**src/rac_pkg.sv**
```systemverilog
// Constants shared by the radio auxiliary control register bank.
`default_nettype none

package rac_pkg;

    // ----------
    // Register port geometry
    // ----------
    localparam int ADDR_W = 10;
    localparam int DATA_W = 8;

    // ----------
    // Register offsets
    // ----------
    localparam logic [ADDR_W-1:0] OFS_RECEIVED_POWER_LEVEL    = 10'h312;
    localparam logic [ADDR_W-1:0] OFS_FREQ_PULL_IN_LIMIT      = 10'h315;
    localparam logic [ADDR_W-1:0] OFS_IMAGE_CAL_SOURCE_CONFIG = 10'h319;
    localparam logic [ADDR_W-1:0] OFS_SHUTDOWN_REQUEST        = 10'h322;
    localparam logic [ADDR_W-1:0] OFS_RECEIVE_CHAIN_POWER     = 10'h324;
    localparam logic [ADDR_W-1:0] OFS_MONITOR_POWER           = 10'h325;
    localparam logic [ADDR_W-1:0] OFS_CONVERTER_RESULT_UPPER  = 10'h327;
    localparam logic [ADDR_W-1:0] OFS_CONVERTER_RESULT_LOWER  = 10'h328;
    localparam logic [ADDR_W-1:0] OFS_SUPPLY_ALARM_THRESHOLD  = 10'h32D;
    localparam logic [ADDR_W-1:0] OFS_INTERRUPT_SOURCE_1      = 10'h337;

    // ----------
    // Field positions and masks
    // ----------
    localparam int IMG_OVR_BIT      = 5;
    localparam int IMG_FREQ_LSB     = 3;
    localparam int IMG_FREQ_W       = 2;
    localparam int IMG_POWER_LSB    = 0;
    localparam int IMG_POWER_W      = 3;
    localparam int SHUTDOWN_BIT     = 0;
    localparam int RX_CHAIN_W       = 5;
    localparam int RX_ADC_BIT       = 4;
    localparam int RX_DET_BIT       = 3;
    localparam int RX_FILT_BIT      = 2;
    localparam int RX_MIX_BIT       = 1;
    localparam int RX_LNA_BIT       = 0;
    localparam int MON_TEMP_BIT     = 1;
    localparam int MON_SUPPLY_BIT   = 0;
    localparam int TRIP_CODE_W      = 5;
    localparam int ALARM_BIT        = 7;
    localparam int ADC_UPPER_W      = 6;
    localparam int ADC_LOWER_W      = 2;

    localparam logic [DATA_W-1:0] MASK_IMAGE_CAL  = 8'h3F;
    localparam logic [DATA_W-1:0] MASK_SHUTDOWN   = 8'h01;
    localparam logic [DATA_W-1:0] MASK_RX_CHAIN   = 8'h1F;
    localparam logic [DATA_W-1:0] MASK_MONITOR    = 8'h03;
    localparam logic [DATA_W-1:0] MASK_TRIP_CODE  = 8'h1F;

    // ----------
    // Reset values and conversion constants
    // ----------
    localparam logic [DATA_W-1:0] RST_ZERO           = 8'h00;
    localparam logic [DATA_W-1:0] RST_PULL_IN_LIMIT  = 8'h32;
    localparam logic [8:0]        RSSI_OFFSET_DBM    = 9'h06B;
    localparam int                IF_BW_W            = 9;
    localparam int                SYNC_STAGES        = 3;

endpackage : rac_pkg

`default_nettype wire

```
**src/rac_pin_sync.sv**
```systemverilog
// Three-stage pin synchroniser with agreement filter, one per input bit.
`default_nettype none

module rac_pin_sync
    import rac_pkg::*;
#(
    parameter int WIDTH = 2
) (
    // Clock and reset
    input  wire logic             sys_clk,
    input  wire logic             reset,
    // Asynchronous pins and their settled levels
    input  wire logic [WIDTH-1:0] pin_in,
    output logic      [WIDTH-1:0] level_out
);

    // ----------
    // Per-bit synchroniser chain
    // ----------
    genvar g;
    generate
        for (g = 0; g < WIDTH; g = g + 1) begin : g_bit
            logic [SYNC_STAGES-1:0] chain_r;
            logic                   level_r;

            // Stage 0 feeds only stage 1; stages 1 and 2 vote on a change.
            always_ff @(posedge sys_clk or posedge reset) begin
                if (reset) begin
                    chain_r <= '0;
                    level_r <= 1'b0;
                end else begin
                    chain_r <= {chain_r[SYNC_STAGES-2:0], pin_in[g]};
                    if (chain_r[1] == chain_r[2]) begin
                        level_r <= chain_r[2];
                    end
                end
            end

            assign level_out[g] = level_r;
        end
    endgenerate

endmodule : rac_pin_sync

`default_nettype wire

```
**src/rac_regs.sv**
```systemverilog
// Radio auxiliary control register bank.
//
// Function
// Received power code latched on packet reception; dBm equals code minus 107.
// Pull-in limit loaded on receive entry as half IF bandwidth; resets 50, read-only.
// Two-bit field selects calibration tone: off, crystal/4, crystal/8, crystal/16.
// Three-bit tone level: off, then min, twice, three times, four times.
// Override bit lets host calibration results replace internal ones; resets 0.
// Shutdown request starts shutdown only while chip select is high.
// Five receive-chain power enables, active high, reset off.
// Temperature and supply monitor enables, active high, reset off.
// ADC result split: bits 7:2 in upper byte, bits 1:0 in lower.
// Five-bit trip code sets alarm at 1.7 V plus 62 mV times code+1.
// Supply below trip level raises alarm to host through interrupt path.
// Alarm appears as bit 7 of second interrupt source register.
// Reserved bits read zero and ignore writes.
`default_nettype none

module rac_regs
    import rac_pkg::*;
(
    // Clock and reset
    input  wire logic                 sys_clk,
    input  wire logic                 reset,
    // Register port
    input  wire logic [ADDR_W-1:0]    reg_addr,
    input  wire logic                 reg_wr,
    input  wire logic [DATA_W-1:0]    reg_wdata,
    input  wire logic                 reg_rd,
    output logic      [DATA_W-1:0]    reg_rdata,
    // Serial chip select pin, high when the host releases the bus
    input  wire logic                 spi_cs_pin,
    // Receive path status
    input  wire logic                 packet_received,
    input  wire logic [DATA_W-1:0]    received_power_code_in,
    input  wire logic                 receive_state_entry,
    input  wire logic [IF_BW_W-1:0]   if_bandwidth_khz,
    // Converter result
    input  wire logic                 converter_valid,
    input  wire logic [DATA_W-1:0]    converter_result,
    // Supply comparator pin, high while supply is below trip level
    input  wire logic                 supply_below_pin,
    // Readback and calibration controls
    output logic signed [8:0]         received_power_dbm,
    output logic      [DATA_W-1:0]    pull_in_limit,
    output logic                      image_cal_override_enable,
    output logic      [IMG_FREQ_W-1:0] image_cal_freq_sel,
    output logic                      image_cal_source_on,
    output logic      [2:0]           image_cal_div_log2,
    output logic      [2:0]           image_cal_level_mult,
    // Chip state control
    output logic                      shutdown_invoke,
    // Receive chain power enables
    output logic                      converter_power_enable,
    output logic                      power_detector_enable,
    output logic                      if_filter_enable,
    output logic                      mixer_enable,
    output logic                      low_noise_amp_enable,
    // Monitor enables and alarm
    output logic                      temperature_monitor_enable,
    output logic                      supply_monitor_enable,
    output logic      [TRIP_CODE_W-1:0] supply_trip_code,
    output logic                      supply_alarm_event,
    output logic                      supply_alarm_flag
);

    // ----------
    // Storage
    // ----------
    logic [DATA_W-1:0]      power_code_r;
    logic [DATA_W-1:0]      pull_in_r;
    logic [5:0]             image_cfg_r;
    logic                   shutdown_bit_r;
    logic [RX_CHAIN_W-1:0]  rx_chain_r;
    logic [1:0]             monitor_r;
    logic [DATA_W-1:0]      adc_r;
    logic [TRIP_CODE_W-1:0] trip_code_r;
    logic                   alarm_flag_r;
    logic                   alarm_flag_nxt;
    logic                   below_seen_r;
    logic                   alarm_event_r;
    logic                   shutdown_r;
    logic [DATA_W-1:0]      rdata_r;
    logic [DATA_W-1:0]      rdata_nxt;
    logic [2:0]             div_log2_r;
    logic [2:0]             level_mult_r;

    // ----------
    // Pin synchronisation
    // ----------
    logic [1:0] pin_level;

    // Both pins are asynchronous to the clock.
    rac_pin_sync #(
        .WIDTH     (2)
    ) u_pin_sync (
        .sys_clk   (sys_clk),
        .reset     (reset),
        .pin_in    ({supply_below_pin, spi_cs_pin}),
        .level_out (pin_level)
    );

    wire cs_high      = pin_level[0];
    wire supply_below = pin_level[1];

    // ----------
    // Address decode
    // ----------
    wire hit_power   = (reg_addr == OFS_RECEIVED_POWER_LEVEL);
    wire hit_pull    = (reg_addr == OFS_FREQ_PULL_IN_LIMIT);
    wire hit_image   = (reg_addr == OFS_IMAGE_CAL_SOURCE_CONFIG);
    wire hit_shut    = (reg_addr == OFS_SHUTDOWN_REQUEST);
    wire hit_rx      = (reg_addr == OFS_RECEIVE_CHAIN_POWER);
    wire hit_mon     = (reg_addr == OFS_MONITOR_POWER);
    wire hit_adc_hi  = (reg_addr == OFS_CONVERTER_RESULT_UPPER);
    wire hit_adc_lo  = (reg_addr == OFS_CONVERTER_RESULT_LOWER);
    wire hit_trip    = (reg_addr == OFS_SUPPLY_ALARM_THRESHOLD);
    wire hit_irq1    = (reg_addr == OFS_INTERRUPT_SOURCE_1);

    // Write strobes; read-only registers have none, so host writes there vanish.
    wire wr_image    = reg_wr & hit_image;
    wire wr_shut     = reg_wr & hit_shut;
    wire wr_rx       = reg_wr & hit_rx;
    wire wr_mon      = reg_wr & hit_mon;
    wire wr_trip     = reg_wr & hit_trip;
    wire wr_irq1     = reg_wr & hit_irq1;

    // Writable fields with reserved bits stripped.
    wire [DATA_W-1:0] wdata_image = reg_wdata & MASK_IMAGE_CAL;
    wire [DATA_W-1:0] wdata_shut  = reg_wdata & MASK_SHUTDOWN;
    wire [DATA_W-1:0] wdata_rx    = reg_wdata & MASK_RX_CHAIN;
    wire [DATA_W-1:0] wdata_mon   = reg_wdata & MASK_MONITOR;
    wire [DATA_W-1:0] wdata_trip  = reg_wdata & MASK_TRIP_CODE;

    // ----------
    // Receive readbacks
    // ----------
    // Half the IF bandwidth in kHz, cut to the register width.
    wire [IF_BW_W-1:0] half_bw = if_bandwidth_khz >> 1;
    wire [DATA_W-1:0]  pull_in_nxt = half_bw[DATA_W-1:0];

    // Power code is captured when a packet completes.
    always_ff @(posedge sys_clk or posedge reset) begin
        if (reset) begin
            power_code_r <= RST_ZERO;
        end else if (packet_received) begin
            power_code_r <= received_power_code_in;
        end
    end

    // Pull-in limit reloads on each receive entry; the host cannot write it.
    always_ff @(posedge sys_clk or posedge reset) begin
        if (reset) begin
            pull_in_r <= RST_PULL_IN_LIMIT;
        end else if (receive_state_entry) begin
            pull_in_r <= pull_in_nxt;
        end
    end

    // Converter result is held between conversions.
    always_ff @(posedge sys_clk or posedge reset) begin
        if (reset) begin
            adc_r <= RST_ZERO;
        end else if (converter_valid) begin
            adc_r <= converter_result;
        end
    end

    // Offset to dBm, zero-extended from the unsigned code.
    assign received_power_dbm = $signed({1'b0, power_code_r}) - $signed(RSSI_OFFSET_DBM);
    assign pull_in_limit      = pull_in_r;

    // ----------
    // Host-writable configuration
    // ----------
    // Calibration source configuration.
    always_ff @(posedge sys_clk or posedge reset) begin
        if (reset) begin
            image_cfg_r <= 6'h00;
        end else if (wr_image) begin
            image_cfg_r <= wdata_image[5:0];
        end
    end

    // Shutdown request bit.
    always_ff @(posedge sys_clk or posedge reset) begin
        if (reset) begin
            shutdown_bit_r <= 1'b0;
        end else if (wr_shut) begin
            shutdown_bit_r <= wdata_shut[SHUTDOWN_BIT];
        end
    end

    // Receive chain and monitor power enables.
    always_ff @(posedge sys_clk or posedge reset) begin
        if (reset) begin
            rx_chain_r <= 5'h00;
            monitor_r  <= 2'h0;
        end else begin
            if (wr_rx) begin
                rx_chain_r <= wdata_rx[RX_CHAIN_W-1:0];
            end
            if (wr_mon) begin
                monitor_r <= wdata_mon[1:0];
            end
        end
    end

    // Supply alarm trip code.
    always_ff @(posedge sys_clk or posedge reset) begin
        if (reset) begin
            trip_code_r <= 5'h00;
        end else if (wr_trip) begin
            trip_code_r <= wdata_trip[TRIP_CODE_W-1:0];
        end
    end

    // ----------
    // Calibration tone decode
    // ----------
    wire [IMG_FREQ_W-1:0]  freq_sel  = image_cfg_r[IMG_FREQ_LSB +: IMG_FREQ_W];
    wire [IMG_POWER_W-1:0] power_sel = image_cfg_r[IMG_POWER_LSB +: IMG_POWER_W];
    // Codes 1,2,3 divide by 4,8,16, so the shift is code plus one.
    wire [2:0] div_log2_nxt  = (freq_sel == 2'h0) ? 3'h0 : ({1'b0, freq_sel} + 3'h1);
    // Level multiple is the code plus one, halved: 1,1,2,2,3,3,4.
    wire [3:0] level_sum     = {1'b0, power_sel} + 4'h1;
    wire [2:0] level_mult_nxt = (power_sel == 3'h0) ? 3'h0 : level_sum[3:1];

    // Registered tone controls for the analog source.
    always_ff @(posedge sys_clk or posedge reset) begin
        if (reset) begin
            div_log2_r   <= 3'h0;
            level_mult_r <= 3'h0;
        end else begin
            div_log2_r   <= div_log2_nxt;
            level_mult_r <= level_mult_nxt;
        end
    end

    assign image_cal_override_enable = image_cfg_r[IMG_OVR_BIT];
    assign image_cal_freq_sel        = freq_sel;
    assign image_cal_source_on       = (div_log2_r != 3'h0);
    assign image_cal_div_log2        = div_log2_r;
    assign image_cal_level_mult      = level_mult_r;

    // ----------
    // Chip shutdown
    // ----------
    // Shutdown goes ahead only once the host has released chip select.
    always_ff @(posedge sys_clk or posedge reset) begin
        if (reset) begin
            shutdown_r <= 1'b0;
        end else begin
            shutdown_r <= shutdown_bit_r & cs_high;
        end
    end

    assign shutdown_invoke = shutdown_r;

    // ----------
    // Power enable outputs
    // ----------
    assign converter_power_enable     = rx_chain_r[RX_ADC_BIT];
    assign power_detector_enable      = rx_chain_r[RX_DET_BIT];
    assign if_filter_enable           = rx_chain_r[RX_FILT_BIT];
    assign mixer_enable               = rx_chain_r[RX_MIX_BIT];
    assign low_noise_amp_enable       = rx_chain_r[RX_LNA_BIT];
    assign temperature_monitor_enable = monitor_r[MON_TEMP_BIT];
    assign supply_monitor_enable      = monitor_r[MON_SUPPLY_BIT];
    assign supply_trip_code           = trip_code_r;

    // ----------
    // Supply alarm
    // ----------
    // A fresh low-supply indication while the monitor runs is one event.
    wire below_gated  = supply_below & monitor_r[MON_SUPPLY_BIT];
    wire alarm_rise   = below_gated & ~below_seen_r;
    wire alarm_clear  = wr_irq1 & reg_wdata[ALARM_BIT];

    // Set wins over a host clear arriving in the same cycle.
    assign alarm_flag_nxt = alarm_rise ? 1'b1 : (alarm_clear ? 1'b0 : alarm_flag_r);

    // Sticky alarm flag and its event pulse.
    always_ff @(posedge sys_clk or posedge reset) begin
        if (reset) begin
            below_seen_r  <= 1'b0;
            alarm_event_r <= 1'b0;
            alarm_flag_r  <= 1'b0;
        end else begin
            below_seen_r  <= below_gated;
            alarm_event_r <= alarm_rise;
            alarm_flag_r  <= alarm_flag_nxt;
        end
    end

    assign supply_alarm_event = alarm_event_r;
    assign supply_alarm_flag  = alarm_flag_r;

    // ----------
    // Read path
    // ----------
    wire [DATA_W-1:0] rd_image = {2'b00, image_cfg_r};
    wire [DATA_W-1:0] rd_shut  = {7'h00, shutdown_bit_r};
    wire [DATA_W-1:0] rd_rx    = {3'h0, rx_chain_r};
    wire [DATA_W-1:0] rd_mon   = {6'h00, monitor_r};
    wire [DATA_W-1:0] rd_adc_h = {2'b00, adc_r[DATA_W-1 -: ADC_UPPER_W]};
    wire [DATA_W-1:0] rd_adc_l = {adc_r[ADC_LOWER_W-1:0], 6'h00};
    wire [DATA_W-1:0] rd_trip  = {3'h0, trip_code_r};
    wire [DATA_W-1:0] rd_irq1  = {alarm_flag_r, 7'h00};

    // Unmapped addresses read as zero.
    assign rdata_nxt = hit_power  ? power_code_r :
                       hit_pull   ? pull_in_r    :
                       hit_image  ? rd_image     :
                       hit_shut   ? rd_shut      :
                       hit_rx     ? rd_rx        :
                       hit_mon    ? rd_mon       :
                       hit_adc_hi ? rd_adc_h     :
                       hit_adc_lo ? rd_adc_l     :
                       hit_trip   ? rd_trip      :
                       hit_irq1   ? rd_irq1      : RST_ZERO;

    // Read data is held until the next read.
    always_ff @(posedge sys_clk or posedge reset) begin
        if (reset) begin
            rdata_r <= RST_ZERO;
        end else if (reg_rd) begin
            rdata_r <= rdata_nxt;
        end
    end

    assign reg_rdata = rdata_r;

endmodule : rac_regs

`default_nettype wire

```
**config.mk**
```make
export PLATFORM = sky130hd
export DESIGN_NAME = rac_regs
export DESIGN_NICKNAME = d
export VERILOG_FILES = /design/src/rac_pkg.sv /design/src/rac_pin_sync.sv /design/src/rac_regs.sv
export SDC_FILE = /design/constraint.sdc
export NUM_CORES = 1
export LEC_CHECK = 0
export ABC_CLOCK_PERIOD_IN_PS = 2100
export BUFFER_PORTS_ARGS = -buffer_cell sky130_fd_sc_hd__buf_2
export CAP_MARGIN = 10
export CELL_PAD_IN_SITES_DETAIL_PLACEMENT = 1
export CELL_PAD_IN_SITES_GLOBAL_PLACEMENT = 2
export CORE_UTILIZATION = 33
export CTS_CLUSTER_DIAMETER = 120
export CTS_CLUSTER_SIZE = 40
export DETAILED_ROUTE_END_ITERATION = 12
export PLACE_DENSITY_LB_ADDON = 0.1
export RECOVER_POWER = 100
export SYNTH_ARGS = -nofsm -noshare
export SYNTH_HDL_FRONTEND = slang
export SYNTH_SLANG_ARGS = --single-unit
```
**constraint.sdc**
```tcl
create_clock -name sys_clk -period 2.1 [get_ports sys_clk]
set_input_delay 0.105 -clock sys_clk [delete_from_list [all_inputs] [get_ports sys_clk]]
set_output_delay 0.105 -clock sys_clk [all_outputs]
set_load 0.005 [all_outputs]
```
==> run metrics, run 1 <==
CTS max path bufs=2; Worst Path Required=approximately 2.0 ns; CP cell instances=ha_1 -> o21a_1 -> o21a_1 -> xor2_1 -> clkbuf_1; synthesized instance count=278; Post-Syn Area=about 3400 um2; synth top area cells=dfrtp_1 (49%), mux2_2 (12%), dfstp_2 (2.3%), mux2_4 (2.2%), ha_1 (1.8%); routed wire length=between 9 and 10 mm; number of global-route vias before repair=approximately 2800; crit-path most repeated cell=o21a_1; power per cell area=a little under 700 nW/um2; Most used DFF post-synth=dfrtp_1; first-pass detailed-route iteration total=4; I/O pin total=around 100; status=finished clean; critical path endpoint category=output port; Worst VDD drop=a little over 300 uV; GRT Total Usage=between 10% and 20%; CP startpoint kind=flop; Lkg Pwr=approximately 2.0 nW; Crit path max-delay family=flip-flops; vias post-DR=~2700; CTS buffer count=9; postcts setup bufs=0; setup slack, reg-to-reg=between 0.7 and 0.8 ns; die width=between 100 and 150 um; Synth top area share=between 40 and 50%; r2r endpoint=reg_rdata[0]; Worst-path clk slew=~0.080 ns; final-report hold violation count=0; PortBufs=99; clock sink count=about 70; GR Overflow Total=0; Arr. time, crit path=1.69 ns; DR DRC count=0; Iter 0 DRT Violations=51; Setup Viol. Count Final=0; max incr delay on CP=0.44 ns; P&R area growth vs syn=29.83%; reg2reg path depth=4; min-delay worst type=in2reg; synth unique cells=64; Yosys top cell by area=dfrtp_1; Seq/Total Area, Yosys=between 50% and 60%; mean post-synth cell area=12.17 um2; final worst path period share=a little under nine tenths; largest net degree at the start of global routing=45; worst-skew pair later-pin latency=0.34 ns; final net count=approximately 460; Rel. slew slack=31.75%; initial antenna violation count=0; CTS tree=done; Worst Hold Launch=received_power_code_in[2]; die height=between 100 and 150 um; FF+latch count, synth=between 60 and 70; Worst Hold End=power_code_r[2]; first-pass GRT wire length=between 10 and 15 mm; root buf cell=clkbuf_8; count of pins over their slew limit=0; Final min period=around 1.8 ns; worst slew pin tran=slightly above 1 ns; slowest CP cell=dfrtp_1; EDFF count, synth=0; diodes inserted=0; async set-reset flop share out of synthesis=100.0%; Fmax achieved=~0.56 GHz; Critical R2R Launch=monitor_r[0]; core area=around 9900 um2; Crit path buffers/inverters=1; Worst Hold Path Cells=2; Net Count, Synth=around 340; MaxCap Viol Count=0; CTS H-Tree Depth=3; # rows=36; Final Skew=0.007222 ns; gpl congestion=between 0.8 and 0.9; yosys warns=0; DR WL/cell=~17 um; initial core utilization=34.31%; DPL Wire Length=roughly 7 mm; DRT antenna net count=0; CP Max Fanout=4; fraction of layout cells with a size suffix above 1=32.76%; critical path type=reg2out; RSZ-0062 raised after global routing=false; total power=approximately 3.0 mW; Setup TNS Final=0 ns; vias per cell=slightly below 5; Die ar.=10660 um2
## cells in the mapped netlist, types with 6 or more instances
cell and instances:
a21oi_1 9, a31oi_1 6, and3_1 6, dfrtp_1 66, inv_1 12, mux2_2 36
nand2_1 15, nor2_1 15, nor2b_1 6, o21ai_0 9
## worst max-delay path by stage
| stage | from | end | slack, ns | depth (start not counted) |
|---|---|---|---|---|
| 2_1_floorplan | reset | adc_r[0] | 0.26 | 1 |
| 3_3_place_gp | reg_addr[4] | rx_chain_r[0] | 0.45 | 5 |
| 3_5_place_dp | reg_addr[4] | rx_chain_r[0] | 0.44 | 5 |
| 4_1_cts | power_code_r[1] | received_power_dbm[6] | 0.27 | 5 |
| 5_1_grt | power_code_r[1] | received_power_dbm[7] | 0.19 | 6 |
| 6_report | power_code_r[1] | received_power_dbm[6] | 0.31 | 5 |
## metal layers
metal | routed length [um] | vias to the layer above | share of wire (%) | GRT usage [%]
li1 | - | 1262 | - | -
met1 | 4280 | 1323 | 46 | 25.31
met2 | 4600 | 68 | 49 | 31.28
met3 | 336 | 8 | 3.6 | 4.167
met4 | 89 | 0 | 0.96 | 5.200
met5 | 0 | - | 0 | 0
## logic make-up after synthesis
group | after synthesis | share of synthesized area (%)
adder cells (fa/ha/maj) | 7 | 2.440
buffers and inverters | 25 | 3.623
multiplexers | 42 | 14.49
AO/OA/AOI/OAI | 53 | 11.13
flip-flops | 69 | 51.13
AND/OR/NAND/NOR | 76 | 15.64
XOR/XNOR | 6 | 1.553
## placed cells by master (no fill, tap or decap), types with 10 or more instances in the layout
cell type / instances
dlygate4sd3_1: 26
nand2_1: 17
inv_1: 12
clkbuf_8: 10
nor2_1: 15
mux2_2: 35
dfrtp_1: 66
clkbuf_1: 31
buf_2: 67
o21ai_0: 10
## layout make-up
cell class	instances	area, um2
clock inverter	6	70.07
tap	133	166.4
inverter	12	45.04
multi-input combinational	184	1494
fill	1107	5470
sequential	69	1730
clock buffer	10	137.6
timing repair buffer	128	750.7
## metrics by stage
step	cells	hold slack, ns	instance area [um2]	setup WS [ns]	utilization [%]
5_1_grt	542	0.0002454	4394	0.1903	44.55
3_3_place_gp	500	0.1942	4004	0.4489	40.59
4_1_cts	542	0.001266	4472	0.2707	45.33
6_report	542	0.01420	4394	0.3077	44.55
3_5_place_dp	500	0.2014	4004	0.4354	40.59
2_1_floorplan	278	0.1364	3385	0.2601	-
## sequential cells by signal, indices dropped and copies added, names as in the netlist
signal,cells
u_pin_sync.g_bit.chain_r,6
image_cfg_r,6
shutdown_invoke,1
supply_alarm_flag,1
supply_alarm_event,1
below_seen_r,1
shutdown_bit_r,1
power_code_r,8
monitor_r,2
image_cal_level_mult,3
image_cal_div_log2,3
adc_r,8
reg_rdata,8
rx_chain_r,5
supply_trip_code,5
pull_in_limit,8
u_pin_sync.g_bit.level_r,2
## where the power goes
group,total [mW],leakage (nW),switching (mW),internal (mW)
clock network,1.13,0.0951,0.541,0.587
registers,1.46,0.874,0.0640,1.40
logic,0.390,1.07,0.192,0.198
total,2.98,2.04,0.797,2.18
## what timing repair did
item                       CTS  global route
hold endpoints to repair    47             0
gates resized for setup      0             0
setup endpoints to repair    0             0
hold buffers                26             0
Note: power is estimated with default switching activity, not from simulation.
==> run 2: changes to the inputs <==
- GPL_TIMING_DRIVEN: not set -> 0
==> run 2 against run 1 <==
- die area did not move
- worst hold slack got worse by 0.0055 ns
- wire length rose by 1.6%
- sequential share of layout area fell by 0.28 points
- global-route usage barely moved
- fmax fell by 1.0%
- clock skew rose by 0.0030 ns
- core utilization rose by 0.32 points
- non-clock buffer count rose by 9
- first-iteration DRC count rose by 14%
- register-to-register slack barely moved
- cell count rose by 1.7%
==> run metrics, run 2 (synthesis results as in run 1) <==
status=finished clean; GRT Total Usage=18.98% (about the same); Worst VDD drop=347.4 uV (+12%); critical path type=reg2out; clock sink count=69 (unchanged); setup slack, reg-to-reg=0.74 ns (about the same); vias post-DR=2700 (+1.5%); routed wire length=9.457 mm (+1.6%); Worst Setup SP=power_code_r[1]; die width=103.3 um (unchanged); diodes inserted=0 (unchanged); gpl congestion=0.8361 (-0.46%); multi-input logic area=1480 um2 (-0.92%); P&R area growth vs syn=30.76%; postcts setup bufs=0 (unchanged); Sequential Power Share=48.6% (-0.5 points); power per cell area=679.1 nW/um2 (about the same); Setup Viol. Count Final=0 (unchanged); crit-path most repeated cell=o21a_1; total power=3.005 mW (+0.80%); Net Sw Frac=27.23% (+0.49 points); Lkg Pwr=2.039 nW (-0.19%); initial core utilization=34.31% (unchanged); die height=103.3 um (unchanged); MaxCap Viol Count=0 (unchanged); Arr. time, crit path=1.71 ns (+0.02 ns); Setup TNS Final=0 ns (unchanged); Worst-path clk slew=0.09 ns (about the same); FILL cells=1121 (+1.3%); count of pins over their slew limit=0 (unchanged); Iter 0 DRT Violations=58 (+14%); Critical R2R Launch=monitor_r[0]; DRT antenna net count=0 (unchanged); CP cell instances=ha_1 -> o21a_1 -> o21a_1 -> a21oi_1 -> clkbuf_1; most frequent cells in the layout=dfrtp_1 (66), buf_2 (64), clkbuf_1 (39); Critical path destination=received_power_dbm[8]; RSZ-0062 raised after global routing=false; internal power=2.187 mW (+0.13%); post-route setup slack=0.2896 ns (-0.01808 ns); slowest CP cell=dfrtp_1; fraction of layout cells with a size suffix above 1=32.30% (-0.47 points); r2r endpoint=reg_rdata[0]; Final min period=1.810 ns (+0.01808 ns); Worst Path Required=2.00 ns (about the same); Rel. slew slack=4.182% (-28 points); reg2reg path depth=4 (unchanged); worst slew pin tran=1.435 ns (+0.4125 ns); first-pass detailed-route iteration total=4 (unchanged); critical path endpoint category=output port; CP startpoint kind=flop; commonest non-fill, non-tap cell in the layout=dfrtp_1; root buf cell=clkbuf_8; Switch Pwr=0.8183 mW (+2.6%); DPL Wire Length=6.951 mm (+0.64%); worst-skew pair later-pin latency=0.36 ns (+0.02 ns); GR Overflow Total=0 (unchanged); core area=9864 um2 (unchanged); DR DRC count=0 (unchanged); PortBufs=96 (-3.0%); Setup WS pre-CTS=0.4480 ns (+0.01259 ns); CTS H-Tree Depth=3 (unchanged); Final Non-Filler Cells=551 (+1.7%); largest net degree at the start of global routing=70 (+56%); CP Max Fanout=4 (unchanged); CTS max path bufs=2 (unchanged); Final Skew=0.01021 ns (+0.002990 ns); CTS buffer count=9 (unchanged); Comb power frac=13.1% (about the same); vias per cell=4.900 (-0.19%); final-report hold violation count=0 (unchanged); # rows=36 (unchanged); Clock power frac=38.2% (+0.4 points); Reg area=1730 um2 (unchanged); max incr delay on CP=0.43 ns (about the same); initial antenna violation count=0 (unchanged); number of global-route vias before repair=2692 (-2.3%); DR WL/cell=17.16 um (about the same); Placed Cells incl. Taps=507 (+1.4%); CTS tree=done; final net count=470 (+2.0%); I/O pin total=102 (unchanged); final worst path period share=86.21% (+0.86 points); Die ar.=10660 um2 (unchanged); Post-Route Utilization=44.86% (+0.32 points); Resize count post-CTS=0 (unchanged); Fmax achieved=0.5524 GHz (-1.0%); first-pass GRT wire length=14.67 mm (-1.4%); post-cts hold buffer count=28 (+7.7%); min-delay worst type=in2reg
## run 2: per-stage QoR
| stage | cell area (um2) | hold slack, ns |
|---|---|---|
| after floorplan | 3385 | 0.1364 |
| after global placement | 4031 | 0.2144 |
| after detailed placement | 4034 | 0.2151 |
| after CTS | 4522 | 0.009369 |
| after global routing | 4425 | -0.006643 |
| final | 4425 | 0.008739 |
## run 2: final cells by class
cell class                 count  area share (%)
buffer                        13           1.753
tap                          133           3.760
timing repair buffer         124           16.23
multi-input combinational    184           33.45
sequential                    69           39.10
inverter                      12           1.018
clock buffer                  10           3.110
clock inverter                 6           1.583
## run 2: per-layer routing
layer / part of all wire [%] / wire length [um] / GRT usage (%) / vias up
met5: 0 / 0 / 0 / -
met4: 1.5 / 139 / 6.392 / 0
met3: 4.1 / 387 / 4.570 / 15
met2: 48 / 4572 / 30.46 / 68
met1: 46 / 4358 / 25.24 / 1338
li1: - / - / - / 1279
## run 2: worst min path at each step
stage	start	to	cells past startpoint
after CTS	reg_wdata[4]	rx_chain_r[4]	2
after global placement	supply_below_pin	u_pin_sync.g_bit[1].chain_r[0]	1
after global routing	reg_wdata[3]	rx_chain_r[3]	2
after detailed placement	supply_below_pin	u_pin_sync.g_bit[1].chain_r[0]	1
after floorplan	spi_cs_pin	u_pin_sync.g_bit[0].chain_r[0]	0
final	reg_wdata[3]	rx_chain_r[3]	2
## run 2: critical path, delay by kind of cell (launching register included)
kind / cells / cell delay (ns)
adder cells (fa/ha/maj): 1 / 0.23
AO/OA/AOI/OAI: 3 / 0.57
buffers and inverters: 1 / 0.13
flip-flops: 1 / 0.43
## run 2: power by group through the flow
stage	Clock [mW]	Combinational [mW]	Sequential [mW]
final	1.15	0.395	1.46
after global routing	1.24	0.446	1.47
after CTS	1.18	0.419	1.47
after detailed placement	0	0.379	1.49
after global placement	0	0.369	1.49
after floorplan	0	0.213	1.47
